### config.mk
export PLATFORM = sky130hd
export DESIGN_NAME = wpr_watchdog
export DESIGN_NICKNAME = d
export VERILOG_FILES = /design/src/verilog/wpr_pkg.sv /design/src/verilog/wpr_watchdog.sv
export SDC_FILE = /design/constraint.sdc
export NUM_CORES = 1
export LEC_CHECK = 0
export BUFFER_PORTS_ARGS = -buffer_cell sky130_fd_sc_hd__buf_2
export CORE_MARGIN = 2
export CORE_UTILIZATION = 46
export CTS_CLUSTER_DIAMETER = 200
export CTS_CLUSTER_SIZE = 28
export DETAILED_ROUTE_END_ITERATION = 16
export PLACE_DENSITY = 0.72
export SLEW_MARGIN = 30
export SYNTH_ARGS = -nofsm -noshare
export SYNTH_HDL_FRONTEND = slang
export SYNTH_SLANG_ARGS = --single-unit
### constraint.sdc
create_clock -name clock -period 4.8 [get_ports clock]
set_input_delay 0.96 -clock clock [delete_from_list [all_inputs] [get_ports clock]]
set_output_delay 0.96 -clock clock [all_outputs]
set_load 0.005 [all_outputs]
### src/verilog/wpr_pkg.sv
package wpr_pkg;
   // APB byte addresses (one word per register)
   localparam logic [7:0] ADDR_WDT_CTRL = 8'h00;
   localparam logic [7:0] ADDR_PWR_CTRL = 8'h04;
   localparam logic [7:0] ADDR_STATUS = 8'h08;
   localparam logic [7:0] ADDR_WDT_COUNT = 8'h0c;
   // Watchdog control field positions
   localparam int WDT_EN_BIT = 7;
   localparam int WDT_RESTART_BIT = 6;
   localparam int WDT_IDLE_RUN_BIT = 3;
   localparam int WDT_PS_HI_BIT = 2;
   localparam int WDT_PS_MID_BIT = 1;
   localparam int WDT_PS_LO_BIT = 0;
   // Power control field positions
   localparam int PWR_IDLE_BIT = 0;
   localparam int PWR_PDOWN_BIT = 1;
   localparam int PWR_KEEP_BIT = 4;
   // Reset values
   localparam logic [7:0] WDT_CTRL_RST = 8'h00;
   localparam logic [7:0] PWR_CTRL_RST = 8'h00;
   localparam logic [7:0] PORT_RST = 8'hff;
   localparam logic [7:0] STACK_PTR_RST = 8'h07;
   localparam logic [7:0] SFR_RST = 8'h00;
   // Timing
   localparam int OSC_PER_MCYCLE = 12;
   localparam int RST_HOLD_MCYCLES = 2;
   localparam int RST_HOLD_CLKS = OSC_PER_MCYCLE * RST_HOLD_MCYCLES;
   localparam int RST_SAMPLE_PHASE = 9;
   localparam int WDT_CNT_BITS = 14;
   localparam int PS_BITS = 8;
   localparam int MCYCLE_W = 4;
endpackage : wpr_pkg

### src/verilog/wpr_watchdog.sv
// Behaviour
// - Idle request stops the processor clock; peripherals and interrupts stay clocked.
// - Idle ends on an interrupt or a reset.
// - Power-down request stops every clock, oscillator included.
// - Power-down ignores interrupts; only reset leaves it.
// - Reset pin sampled once per machine cycle; needs two machine cycles high.
// - Reset input filtered so glitches and slow RC edges are ignored.
// - Reset loads ports FFH, stack 07H, power control 00H except bit 4.
// - Free-running divider chain; selected output times out and may reset the system.
// - System reset disables the watchdog and clears its counter.
// - Watchdog counts and times out only while enabled.
// - Writing restart bit clears counter, prescaler and the bit next machine cycle.
// - Watchdog runs in idle only with run-in-idle bit set; resets to zero.
// - Prescale select 000=2,010=4,001=8,011=16,100=32,101=64,110=128,111=256.
// - Time-out is oscillator period times 12 times 2^14 times prescale ratio.
//
// Implementation choices: the placing of the registers and register access over APB.
`timescale 1ns/1ps
module wpr_watchdog (
   input wire logic clock,
   input wire logic rst,
   input wire logic reset_pin,
   input wire logic irq_pending,
   input wire logic psel,
   input wire logic penable,
   input wire logic pwrite,
   input wire logic [7:0] paddr,
   input wire logic [31:0] pwdata,
   output logic [31:0] prdata,
   output logic pready,
   output logic pslverr,
   output logic cpu_clk_en,
   output logic periph_clk_en,
   output logic osc_run,
   output logic sys_reset,
   output logic [7:0] port_init,
   output logic [7:0] stack_init,
   output logic [7:0] sfr_init
);
   typedef enum logic [1:0] {
      WPR_RUN = 2'b00,
      WPR_IDLE = 2'b01,
      WPR_PDOWN = 2'b10
   } wpr_mode_t;

   localparam int MCYCLE_W_T = wpr_pkg::MCYCLE_W;
   localparam logic [MCYCLE_W_T-1:0] PHASE_LAST = MCYCLE_W_T'(wpr_pkg::OSC_PER_MCYCLE - 1);
   localparam logic [MCYCLE_W_T-1:0] PHASE_SAMPLE = MCYCLE_W_T'(wpr_pkg::RST_SAMPLE_PHASE);
   localparam logic [1:0] HOLD_NEED = 2'(wpr_pkg::RST_HOLD_MCYCLES);

   wpr_mode_t mode_q, mode_d;
   logic pin_s1_q, pin_s2_q;
   logic [MCYCLE_W_T-1:0] phase_q;
   logic [1:0] hi_cnt_q;
   logic rst_cond_q;
   logic wdt_fire_q;
   logic [7:0] wdt_ctrl_q, pwr_ctrl_q;
   logic [7:0] ps_q;
   logic [wpr_pkg::WDT_CNT_BITS-1:0] cnt_q;
   logic restart_pend_q;
   logic [31:0] prdata_q;
   logic pready_q, pslverr_q, cpu_en_q, per_en_q, osc_q, sys_rst_q;
   logic [7:0] port_q, stack_q, sfr_q;

   wire mcycle_end = (phase_q == PHASE_LAST);
   wire sample_pt = (phase_q == PHASE_SAMPLE);
   wire internal_rst = rst_cond_q | wdt_fire_q;
   wire setup = psel & ~penable;
   wire acc = psel & penable;
   wire wr_acc = acc & pwrite;
   wire a_wdt = (paddr == wpr_pkg::ADDR_WDT_CTRL);
   wire a_pwr = (paddr == wpr_pkg::ADDR_PWR_CTRL);
   wire a_sts = (paddr == wpr_pkg::ADDR_STATUS);
   wire a_cnt = (paddr == wpr_pkg::ADDR_WDT_COUNT);
   wire a_ok = a_wdt | a_pwr | a_sts | a_cnt;
   wire wr_wdt = wr_acc & a_wdt;
   wire wr_pwr = wr_acc & a_pwr;
   wire wdt_en = wdt_ctrl_q[wpr_pkg::WDT_EN_BIT];
   wire idle_run = wdt_ctrl_q[wpr_pkg::WDT_IDLE_RUN_BIT];
   wire [2:0] ps_sel = {wdt_ctrl_q[wpr_pkg::WDT_PS_HI_BIT], wdt_ctrl_q[wpr_pkg::WDT_PS_MID_BIT],
      wdt_ctrl_q[wpr_pkg::WDT_PS_LO_BIT]};
   // Selection ladder is not monotonic in the code; mid bit alone gives 4
   wire [2:0] ps_tap = (ps_sel == 3'h0) ? 3'h0 :
                       (ps_sel == 3'h2) ? 3'h1 :
                       (ps_sel == 3'h1) ? 3'h2 :
                       (ps_sel == 3'h3) ? 3'h3 : ps_sel;
   wire [7:0] ps_mask = 8'((9'h002 << ps_tap) - 9'h001);
   // Counting gated by enable, idle policy and power-down
   wire wdt_run = wdt_en & (mode_q == WPR_RUN || (mode_q == WPR_IDLE && idle_run));
   wire ps_tick = wdt_run & mcycle_end & ((ps_q & ps_mask) == ps_mask);
   wire timeout = ps_tick & (&cnt_q);
   wire [7:0] wdt_rd = wdt_ctrl_q & 8'hcf;
   wire [31:0] rd_mux = a_wdt ? {24'h0, wdt_rd} :
                        a_pwr ? {24'h0, pwr_ctrl_q} :
                        a_sts ? {28'h0, restart_pend_q, sys_rst_q, 2'(mode_q)} :
                        a_cnt ? {18'h0, cnt_q} : 32'h0;

   // Machine-cycle phase; the oscillator stops in power-down so the phase freezes too.
   // A high reset pin restarts it, otherwise the pin could never be sampled to leave power-down.
   always_ff @(posedge clock or posedge rst) begin
      if (rst) phase_q <= '0;
      else if (mode_q == WPR_PDOWN && !pin_s2_q) phase_q <= phase_q;
      else phase_q <= mcycle_end ? '0 : phase_q + MCYCLE_W_T'(1);
   end

   always_ff @(posedge clock or posedge rst) begin
      if (rst) begin
         pin_s1_q <= 1'b0;
         pin_s2_q <= 1'b0;
      end else begin
         pin_s1_q <= reset_pin;
         pin_s2_q <= pin_s1_q;
      end
   end

   // Pin is seen only at one phase per machine cycle, so short pulses between samples vanish;
   // a low sample restarts the count, which cleans up a slow RC edge
   always_ff @(posedge clock or posedge rst) begin
      if (rst) begin
         hi_cnt_q <= 2'h0;
         rst_cond_q <= 1'b0;
      end else if (sample_pt) begin
         if (!pin_s2_q) begin
            hi_cnt_q <= 2'h0;
            rst_cond_q <= 1'b0;
         end else if (hi_cnt_q + 2'h1 >= HOLD_NEED) begin
            hi_cnt_q <= HOLD_NEED;
            rst_cond_q <= 1'b1;
         end else begin
            hi_cnt_q <= hi_cnt_q + 2'h1;
         end
      end
   end

   // Idle leaves on interrupt; power-down ignores it
   always_comb begin
      mode_d = mode_q;
      case (mode_q)
         WPR_RUN: begin
            if (wr_pwr && pwdata[wpr_pkg::PWR_PDOWN_BIT]) mode_d = WPR_PDOWN;
            else if (wr_pwr && pwdata[wpr_pkg::PWR_IDLE_BIT]) mode_d = WPR_IDLE;
         end
         WPR_IDLE: begin
            if (irq_pending) mode_d = WPR_RUN;
         end
         WPR_PDOWN: mode_d = WPR_PDOWN;
         default: mode_d = WPR_RUN;
      endcase
   end

   always_ff @(posedge clock or posedge rst) begin
      if (rst) mode_q <= WPR_RUN;
      else if (internal_rst) mode_q <= WPR_RUN;
      else mode_q <= mode_d;
   end

   always_ff @(posedge clock or posedge rst) begin
      if (rst) pwr_ctrl_q <= wpr_pkg::PWR_CTRL_RST;
      else if (internal_rst) pwr_ctrl_q <= pwr_ctrl_q & (8'h01 << wpr_pkg::PWR_KEEP_BIT);
      else if (mode_q == WPR_IDLE && mode_d == WPR_RUN) pwr_ctrl_q[wpr_pkg::PWR_IDLE_BIT] <= 1'b0;
      else if (wr_pwr) pwr_ctrl_q <= pwdata[7:0];
   end

   always_ff @(posedge clock or posedge rst) begin
      if (rst) wdt_ctrl_q <= wpr_pkg::WDT_CTRL_RST;
      else if (internal_rst) wdt_ctrl_q <= wpr_pkg::WDT_CTRL_RST;
      else if (wr_wdt) wdt_ctrl_q <= pwdata[7:0] & 8'hcf;
      else if (restart_pend_q && mcycle_end) wdt_ctrl_q[wpr_pkg::WDT_RESTART_BIT] <= 1'b0;
   end

   // Restart takes hold at the end of the machine cycle after the write
   always_ff @(posedge clock or posedge rst) begin
      if (rst) restart_pend_q <= 1'b0;
      else if (internal_rst) restart_pend_q <= 1'b0;
      else if (wr_wdt && pwdata[wpr_pkg::WDT_RESTART_BIT]) restart_pend_q <= 1'b1;
      else if (mcycle_end) restart_pend_q <= 1'b0;
   end

   always_ff @(posedge clock or posedge rst) begin
      if (rst) begin
         ps_q <= 8'h00;
         cnt_q <= '0;
      end else if (internal_rst || (restart_pend_q && mcycle_end)) begin
         ps_q <= 8'h00;
         cnt_q <= '0;
      end else if (wdt_run && mcycle_end) begin
         ps_q <= ps_tick ? 8'h00 : ps_q + 8'h01;
         if (ps_tick) cnt_q <= cnt_q + {{(wpr_pkg::WDT_CNT_BITS-1){1'b0}}, 1'b1};
      end
   end

   always_ff @(posedge clock or posedge rst) begin
      if (rst) wdt_fire_q <= 1'b0;
      else wdt_fire_q <= timeout & ~restart_pend_q;
   end

   always_ff @(posedge clock or posedge rst) begin
      if (rst) begin
         prdata_q <= 32'h0;
         pready_q <= 1'b0;
         pslverr_q <= 1'b0;
      end else begin
         pready_q <= setup;
         pslverr_q <= setup & ~a_ok;
         prdata_q <= (setup & ~pwrite) ? rd_mux : prdata_q;
      end
   end

   always_ff @(posedge clock or posedge rst) begin
      if (rst) begin
         cpu_en_q <= 1'b0;
         per_en_q <= 1'b0;
         osc_q <= 1'b1;
         sys_rst_q <= 1'b1;
         port_q <= wpr_pkg::PORT_RST;
         stack_q <= wpr_pkg::STACK_PTR_RST;
         sfr_q <= wpr_pkg::SFR_RST;
      end else begin
         cpu_en_q <= (mode_d == WPR_RUN) & ~internal_rst;
         per_en_q <= (mode_d != WPR_PDOWN);
         osc_q <= (mode_d != WPR_PDOWN);
         sys_rst_q <= internal_rst;
         port_q <= wpr_pkg::PORT_RST;
         stack_q <= wpr_pkg::STACK_PTR_RST;
         sfr_q <= wpr_pkg::SFR_RST;
      end
   end

   assign prdata = prdata_q;
   assign pready = pready_q;
   assign pslverr = pslverr_q;
   assign cpu_clk_en = cpu_en_q;
   assign periph_clk_en = per_en_q;
   assign osc_run = osc_q;
   assign sys_reset = sys_rst_q;
   assign port_init = port_q;
   assign stack_init = stack_q;
   assign sfr_init = sfr_q;

   property p_idle_stops_cpu;
      @(posedge clock) disable iff (rst) (mode_q == WPR_IDLE) |-> ##1 !cpu_clk_en || $past(irq_pending);
   endproperty
   a_idle_stops_cpu: assert property (p_idle_stops_cpu) else $error("cpu clock runs in idle");

   property p_idle_periph;
      @(posedge clock) disable iff (rst) (mode_q == WPR_IDLE) |=> periph_clk_en;
   endproperty
   a_idle_periph: assert property (p_idle_periph) else $error("peripheral clock stopped in idle");

   property p_idle_wake;
      @(posedge clock) disable iff (rst) (mode_q == WPR_IDLE && irq_pending) |=> mode_q == WPR_RUN;
   endproperty
   a_idle_wake: assert property (p_idle_wake) else $error("idle did not end on interrupt");

   property p_pdown_osc;
      @(posedge clock) disable iff (rst) (mode_q == WPR_PDOWN && !internal_rst) |=> !osc_run;
   endproperty
   a_pdown_osc: assert property (p_pdown_osc) else $error("oscillator runs in power-down");

   property p_pdown_stays;
      @(posedge clock) disable iff (rst) (mode_q == WPR_PDOWN && !internal_rst) |=> mode_q == WPR_PDOWN;
   endproperty
   a_pdown_stays: assert property (p_pdown_stays) else $error("power-down left without reset");

   // Two high samples one machine cycle apart are needed before reset is taken
   property p_reset_needs_hold;
      @(posedge clock) disable iff (rst)
         $rose(rst_cond_q) |-> $past(sample_pt) && $past(pin_s2_q) && $past(pin_s2_q, wpr_pkg::OSC_PER_MCYCLE + 1);
   endproperty
   a_reset_needs_hold: assert property (p_reset_needs_hold) else $error("reset taken off sample point");

   property p_timeout_resets;
      @(posedge clock) disable iff (rst) (timeout && !restart_pend_q) |-> ##2 sys_reset;
   endproperty
   a_timeout_resets: assert property (p_timeout_resets) else $error("time-out did not reset the system");

   property p_wdt_reset_clears;
      @(posedge clock) disable iff (rst) wdt_fire_q |=> !wdt_en && cnt_q == '0;
   endproperty
   a_wdt_reset_clears: assert property (p_wdt_reset_clears) else $error("watchdog not cleared by reset");

   property p_disabled_holds;
      @(posedge clock) disable iff (rst) (!wdt_en && !internal_rst) |=> $stable(cnt_q) || cnt_q == '0;
   endproperty
   a_disabled_holds: assert property (p_disabled_holds) else $error("counter moved while disabled");

   property p_disabled_no_fire;
      @(posedge clock) disable iff (rst) !wdt_en |=> !wdt_fire_q;
   endproperty
   a_disabled_no_fire: assert property (p_disabled_no_fire) else $error("watchdog fired while disabled");

   property p_restart;
      @(posedge clock) disable iff (rst) (restart_pend_q && mcycle_end) |=> cnt_q == '0 && ps_q == 8'h00;
   endproperty
   a_restart: assert property (p_restart) else $error("restart did not clear counter");

   property p_idle_policy;
      @(posedge clock) disable iff (rst) (mode_q == WPR_IDLE && !idle_run && !internal_rst) |=> $stable(cnt_q);
   endproperty
   a_idle_policy: assert property (p_idle_policy) else $error("counter ran in idle");

   property p_pdown_hold;
      @(posedge clock) disable iff (rst) (mode_q == WPR_PDOWN) |=> !wdt_fire_q;
   endproperty
   a_pdown_hold: assert property (p_pdown_hold) else $error("watchdog fired in power-down");
endmodule : wpr_watchdog

==> key figures, run 1 <==
Run status
  • Status: finished clean

Critical path
  • WS Path Type: reg -> reg
  • Worst Path Required: ~5100 ps
  • Worst-path cell chain: or3_1 -> ha_1 -> nor4bb_1 -> o21ai_0 -> o2111ai_2 -> and2_2 -> or4_1 -> a31oi_1
  • CP bufs+invs: 0
  • Crit path largest cell delay: ~500 ps
  • Crit path max-delay family: simple AND/OR/NAND/NOR gates
  • Arrival @ worst endpoint: between 3000 and 4000 ps
  • Setup crit start kind: flop
  • Crit end category: flop
  • Max FO, Critical Path: 10
  • Max stage delay cell, worst path: dfrtp_1

Finish
  • Final non-filler cell area: 4040 sq um
  • Final Net Count: between 400 and 500
  • Share of layout cells above drive strength 1: 18.9%
  • Diodes inserted: 0
  • Area Growth Syn to Fin: 9.45%
  • Most frequent cells in the layout: dfrtp_1, nor2_1, conb_1, buf_2, nand2_1
  • Commonest non-fill, non-tap cell in the layout: dfrtp_1

Yosys
  • Seq cells post-synth: 69
  • Avg Cell Area, Syn: slightly below 10 sq um
  • Yosys top cell area share: between 40% and 50%
  • Top cells by area, synth: dfrtp_1, buf_4, nor2_1
  • Post-synth ARST share: 100%
  • Yosys cell types: 54
  • Post-synth EDFFs: 0
  • Synth area leader: dfrtp_1
  • Ys Warns: 0
  • Synth Instances: about 370
  • Sequential fraction of the synthesis area: 46.8%
  • Synth Cell Area: between 3000 and 4000 sq um
  • Ys flop type: dfrtp_1

Placement
  • Placed Area: roughly 3800 sq um
  • I/O Buffers: between 40 and 50
  • Routability cong.: ~0.84
  • Post-DP HPWL: approximately 5.4 mm

STA
  • Slew Limit Fails: 0
  • Max-slew headroom: between 50% and 60%
  • Final worst clock skew: ~12 ps
  • Fin Setup TNS: 0 ps
  • Final hold violation count: 0
  • Fmax: around 0.33 GHz
  • Final period util: between 60% and 70%
  • Final setup viols: 0
  • Unrepaired setup endpoints after global routing: false
  • Fin crit period: around 3000 ps
  • Worst Tran Pin Value: 688 ps

Global route
  • Largest net degree at the start of global routing: between 50 and 60
  • Grt total ovfl: 0
  • Initial antenna violation count: 0
  • First-pass GRT wire length: 12.1 mm
  • Number of global-route vias before repair: approximately 2500
  • GRT Total Usage: 18.1%

Floorplan
  • Die X-Extent: approximately 94 um
  • Die Footprint: approximately 9000 sq um
  • Core area: approximately 8000 sq um
  • Die Span Y: 93.6 um
  • Initial core utilization: around 48%
  • FP Rows: 32
  • Ports: around 110

CTS
  • TritonCTS Buffers: 9
  • Resized Gates After CTS: 0
  • Cts-stage hold buffer count: 0
  • CTS tree: yes
  • CTS clk-pin slew, worst paths: approximately 70 ps
  • Maximum clock path buffer count: 2
  • Post-CTS setup buffer count: 0
  • H-tree Lvls: 3
  • Clock Tree Root: clkbuf_8
  • Clock Latency Late Sink: 360 ps
  • Clock sinks: 69

Run
  • Max Cap Viol: 0

Drt
  • Routed Wire Length: about 7.6 mm
  • WL/cell: around 15 um
  • # DRC: 0
  • Drt first pass iters: 4
  • Vias/cell: between 5 and 6
  • Via count: roughly 2700
  • Post-route ant nets: 0
  • Number of DRC markers in iteration 0: between 100 and 150

Power
  • PwrDens: about 340 nW/um^2
  • Worst VDD drop: about 0.14 mV
  • P_leak: 1.95 nW

Worst hold path
  • Hold crit path type: reg -> reg
## routing by layer
metal | wire length, um | global-route usage, % | vias up
met5 | 0 | 0 | -
met4 | 236 | 10.6 | 0
met3 | 360 | 4.11 | 20
met2 | 3660 | 28.6 | 86
met1 | 3310 | 22.9 | 1315
li1 | - | - | 1281
## worst paths after layout
path                               start  slack, ps  cells past startpoint             end
setup / recovery           wdt_ctrl_q[1]       1810                      8         ps_q[7]
hold / removal                  pin_s1_q        350                      0        pin_s2_q
setup reg to reg           wdt_ctrl_q[1]       1810                      8         ps_q[7]
hold reg to reg                 pin_s1_q        350                      0        pin_s2_q
max in group asynchronous            rst       3400                      3  restart_pend_q
min in group asynchronous            rst        690                      2      phase_q[2]
## through the flow
stage / total power [mW] / hold slack [ps] / setup slack (ps) / utilization [%] / cells
floorplan: 0.831 / 331 / 2100 / - / 412
global route: 1.44 / 361 / 1690 / 52.0 / 519
global placement: 0.861 / 340 / 1830 / 49.2 / 503
CTS: 1.39 / 359 / 1830 / 52.0 / 519
finish: 1.38 / 355 / 1810 / 52.0 / 519
detailed placement: 0.873 / 341 / 1810 / 49.3 / 503
## where the power goes
| part | total [mW] | internal (mW) | leakage (nW) | switching (mW) |
|---|---|---|---|---|
| Clock | 0.518 | 0.289 | 0.105 | 0.229 |
| Sequential | 0.649 | 0.621 | 0.930 | 0.0278 |
| Combinational | 0.212 | 0.0752 | 0.914 | 0.137 |
| Total | 1.38 | 0.985 | 1.95 | 0.394 |
## sequential cells by signal, indices dropped and copies added, names as in the netlist, 2 cells and up
register	count
prdata	14
hi_cnt_q	2
pwr_ctrl_q	8
mode_q	2
ps_q	8
wdt_ctrl_q	6
cnt_q	14
phase_q	4
## area by class of cell
cell class,instances,area (sq um)
Fill cell,694,3730
Sequential cell,69,1730
Multi-Input combinational cell,275,1700
Timing Repair Buffer,43,218
Tap cell,102,128
Clock buffer,9,124
Clock inverter,7,90.1
Inverter,14,55.1
## Yosys cell counts, types with 4 or more instances
master,instances
mux2i_1,15
or3_1,6
nand2_1,30
nand3_1,12
inv_1,13
o21ai_0,21
nor3_1,4
mux4_2,4
xor2_1,10
a21oi_1,14
nand4_1,8
nor2_1,43
ha_1,6
xnor2_1,4
a22o_1,6
and3_1,8
clkbuf_1,9
dfrtp_1,67
buf_4,42
## cells by family (layout without fill, tap and decap cells)
family / Yosys count / in the layout / synth area share (%)
and+or+nand+nor: 140 / 140 / 20.2
DFF: 69 / 69 / 46.8
buffers and inverters: 68 / 73 / 11.3
AOI/OAI and AO/OA: 53 / 53 / 9.39
muxes: 20 / 20 / 6.81
xor gates and xnor gates: 14 / 14 / 3.32
adders and majority gates: 6 / 6 / 2.03
other: 2 / 42 / 0.203
Note: power is estimated with default switching activity, not from simulation.
==> inputs of run 2 (changes only) <==
ABC_AREA = 1   (was not set)
PLACE_DENSITY = 0.71   (was 0.72)
clock period = 3.1 ns   (was 4.8 ns; I/O delays follow)
==> run 2 against run 1 <==
Compared with the run above:
- non-clock buffer count up 3
- die area up 10%
- wire length up 12%
- first-iteration DRC count up 75%
- global-route usage up 0.23 points
- clock-buffer cell count up 2
- sequential cell count unchanged
- cell count up 29%
- core utilization down 0.37 points
- worst setup slack worse by 860 ps
==> key figures, run 2 <==
Yosys
  • Top post-synthesis cells by count: nand2_1, dfrtp_1, nand3_1, inv_1, nor2_1
  • Synth Cell Area: 4090 sq um (+11%)
  • Synth area leader: dfrtp_1
  • Most frequent cell after synthesis: nand2_1
  • Sequential fraction of the synthesis area: 42.3% (-4.5 points)
  • Avg Cell Area, Syn: 7.97 sq um (-20%)
  • Seq cells post-synth: 69 (unchanged)
  • Top cells by area, synth: dfrtp_1, nand2_1, buf_4
  • Ys Warns: 0 (unchanged)
  • Post-synth ARST share: 100% (unchanged)
  • Yosys top cell area share: 41.0% (-4.4 points)
  • Post-synth EDFFs: 0 (unchanged)
  • Synth Instances: 513 (+38%)
  • Yosys cell types: 38 (-30%)
  • Ys flop type: dfrtp_1

Power
  • PwrDens: 602 nW/um^2 (+76%)
  • P_leak: 2.36 nW (+21%)
  • Final Power: 2.70 mW (+96%)
  • Worst VDD drop: 0.235 mV (+66%)

STA
  • Fmax: 0.466 GHz (+39%)
  • Unrepaired setup endpoints after global routing: false
  • Final setup viols: 0 (unchanged)
  • Max-slew headroom: 54.6% (+0.49 points)
  • Fin Setup TNS: 0 ps (unchanged)
  • Setup ws final: 953 ps (-856 ps)
  • Final period util: 69.2% (+6.9 points)
  • Worst Tran Pin Value: 679 ps (-8.37 ps)
  • Slew Limit Fails: 0 (unchanged)
  • Final worst clock skew: 8.24 ps (-4.24 ps)
  • Fin crit period: 2150 ps (-844 ps)
  • Final hold violation count: 0 (unchanged)

Floorplan
  • FP Rows: 34 (+6.3%)
  • Die X-Extent: 98.3 um (+5.0%)
  • Initial core utilization: 47.1% (-0.43 points)
  • Die Footprint: 9660 sq um (+10%)
  • Die Span Y: 98.3 um (+5.0%)
  • Ports: 109 (unchanged)
  • Core area: 8680 sq um (+12%)

Critical path
  • FF-to-FF End: cnt_q[13]
  • Worst Path Required: 3390 ps (-1680 ps)
  • Worst setup path startpoint: wdt_ctrl_q[2]
  • Crit end category: flop
  • R2R setup slack: 950 ps (-860 ps)
  • Max FO, Critical Path: 22 (+12)
  • FF-to-FF Start: wdt_ctrl_q[2]
  • Reg2Reg Depth: 11 (+3)
  • Setup crit start kind: flop
  • Arrival @ worst endpoint: 2440 ps (-830 ps)
  • WS Path Type: reg -> reg

CTS
  • Cts-stage hold buffer count: 0 (unchanged)
  • Resized Gates After CTS: 0 (unchanged)
  • Clock sinks: 69 (unchanged)
  • Clock Tree Root: clkbuf_8
  • Post-CTS setup buffer count: 0 (unchanged)
  • CTS clk-pin slew, worst paths: 80 ps (about the same)
  • Clock Latency Late Sink: 350 ps (about the same)
  • CTS tree: yes
  • TritonCTS Buffers: 9 (unchanged)
  • Maximum clock path buffer count: 2 (unchanged)
  • H-tree Lvls: 3 (unchanged)

Finish
  • Commonest non-fill, non-tap cell in the layout: nand2_1
  • Diodes inserted: 0 (unchanged)
  • Share of layout cells above drive strength 1: 18.7% (-0.29 points)
  • Most frequent cells in the layout: nand2_1, dfrtp_1, nand3_1
  • Final Net Count: 611 (+31%)
  • Fill cell count: 844 (+22%)
  • Area Growth Syn to Fin: 9.67%

Drt
  • # DRC: 0 (unchanged)
  • Drt first pass iters: 5 (+1)
  • Routed Wire Length: 8.46 mm (+12%)
  • Vias/cell: 4.97 (-4.5%)
  • Number of DRC markers in iteration 0: 206 (+75%)
  • WL/cell: 12.6 um (-14%)
  • Via count: 3335 (+23%)
  • Post-route ant nets: 0 (unchanged)

Global route
  • First-pass GRT wire length: 14.3 mm (+19%)
  • Number of global-route vias before repair: 3113 (+24%)
  • Initial antenna violation count: 0 (unchanged)
  • Largest net degree at the start of global routing: 33 (-38%)
  • Grt total ovfl: 0 (unchanged)
  • GRT Total Usage: 18.4% (+0.23 points)

Run status
  • Status: finished clean

Worst hold path
  • Worst Hold Depth: 0 (unchanged)
  • Worst min-delay path startpoint: pin_s1_q
  • Endpoint of the worst hold path: pin_s2_q
  • Hold crit path type: reg -> reg

Placement
  • I/O Buffers: 42 (unchanged)
  • Setup Slack @ Placement: 961 ps (-850 ps)
  • Routability cong.: 0.866 (+3.4%)
  • Post-DP HPWL: 6.28 mm (+16%)

Run
  • Max Cap Viol: 0 (unchanged)
-- run 2: cell types whose count changed in the layout (fill, tap and decap cells not counted), sizes merged, moves of 5 or more --
cell,before,now
nand2,30,136
inv,13,51
a21oi,14,7
a22o,7,0
xor2,10,15
nand3,13,77
or3,6,0
and3,8,0
nor2,44,51
mux2i,15,0
-- run 2: metal layers --
metal	global-route usage [%]	vias to the layer above	wire, um
li1	-	1652	-
met1	23.5	1563	3760
met2	31.0	109	4050
met3	4.08	11	533
met4	6.11	0	119
met5	0	-	0
-- run 2: layout make-up --
cell class	instances	area, sq um	share of cell area [%]
Clock buffer	11	151	3.38
Clock inverter	5	106	2.37
Inverter	52	195	4.35
Multi-Input combinational cell	380	1930	43.0
Sequential cell	69	1730	38.6
Tap cell	108	135	3.01
Timing Repair Buffer	46	240	5.36
-- run 2: how the worst max path moves through the flow --
stage               endpoint  slack [ps]
3_3_place_gp   pwr_ctrl_q[7]        1010
5_1_grt            cnt_q[11]         750
3_5_place_dp   pwr_ctrl_q[5]         960
2_1_floorplan       cnt_q[0]         740
6_report           cnt_q[13]         950
4_1_cts            cnt_q[11]         950
-- run 2: cell families after synthesis --
family	count (synthesis)	share of synthesized area [%]
simple gates	279	33.0
buf+inv	104	14.3
xor+xnor	15	3.21
fa+ha+maj	6	1.84
flops	69	42.3
compound gates	38	5.17
other cells	2	0.184
-- run 2: worst max-delay path, cell delays in order, from the launching register on --
cell     delay, ps
dfrtp_1        460
inv_1          160
nand3_2        100
ha_1           280
o21ai_0         60
nor2_1         170
nand2_4         70
nor2_4         100
nand3_4        290
inv_2          210
nand3_1         90
nand2_1         80
-- run 2: where the power goes --
group          switching, mW  internal (mW)  leakage, nW
logic                  0.462          0.204         1.31
registers             0.0965          0.997        0.921
clock network          0.360          0.580        0.126
total                  0.918           1.78         2.36
-- run 2: metrics by stage --
step | area (sq um) | std cells | hold WS, ps | util (%)
2_1_floorplan | 4240 | 553 | 331 | -
3_3_place_gp | 4230 | 655 | 334 | 48.7
3_5_place_dp | 4230 | 655 | 336 | 48.7
4_1_cts | 4480 | 671 | 352 | 51.7
5_1_grt | 4480 | 671 | 353 | 51.7
6_report | 4480 | 671 | 351 | 51.7
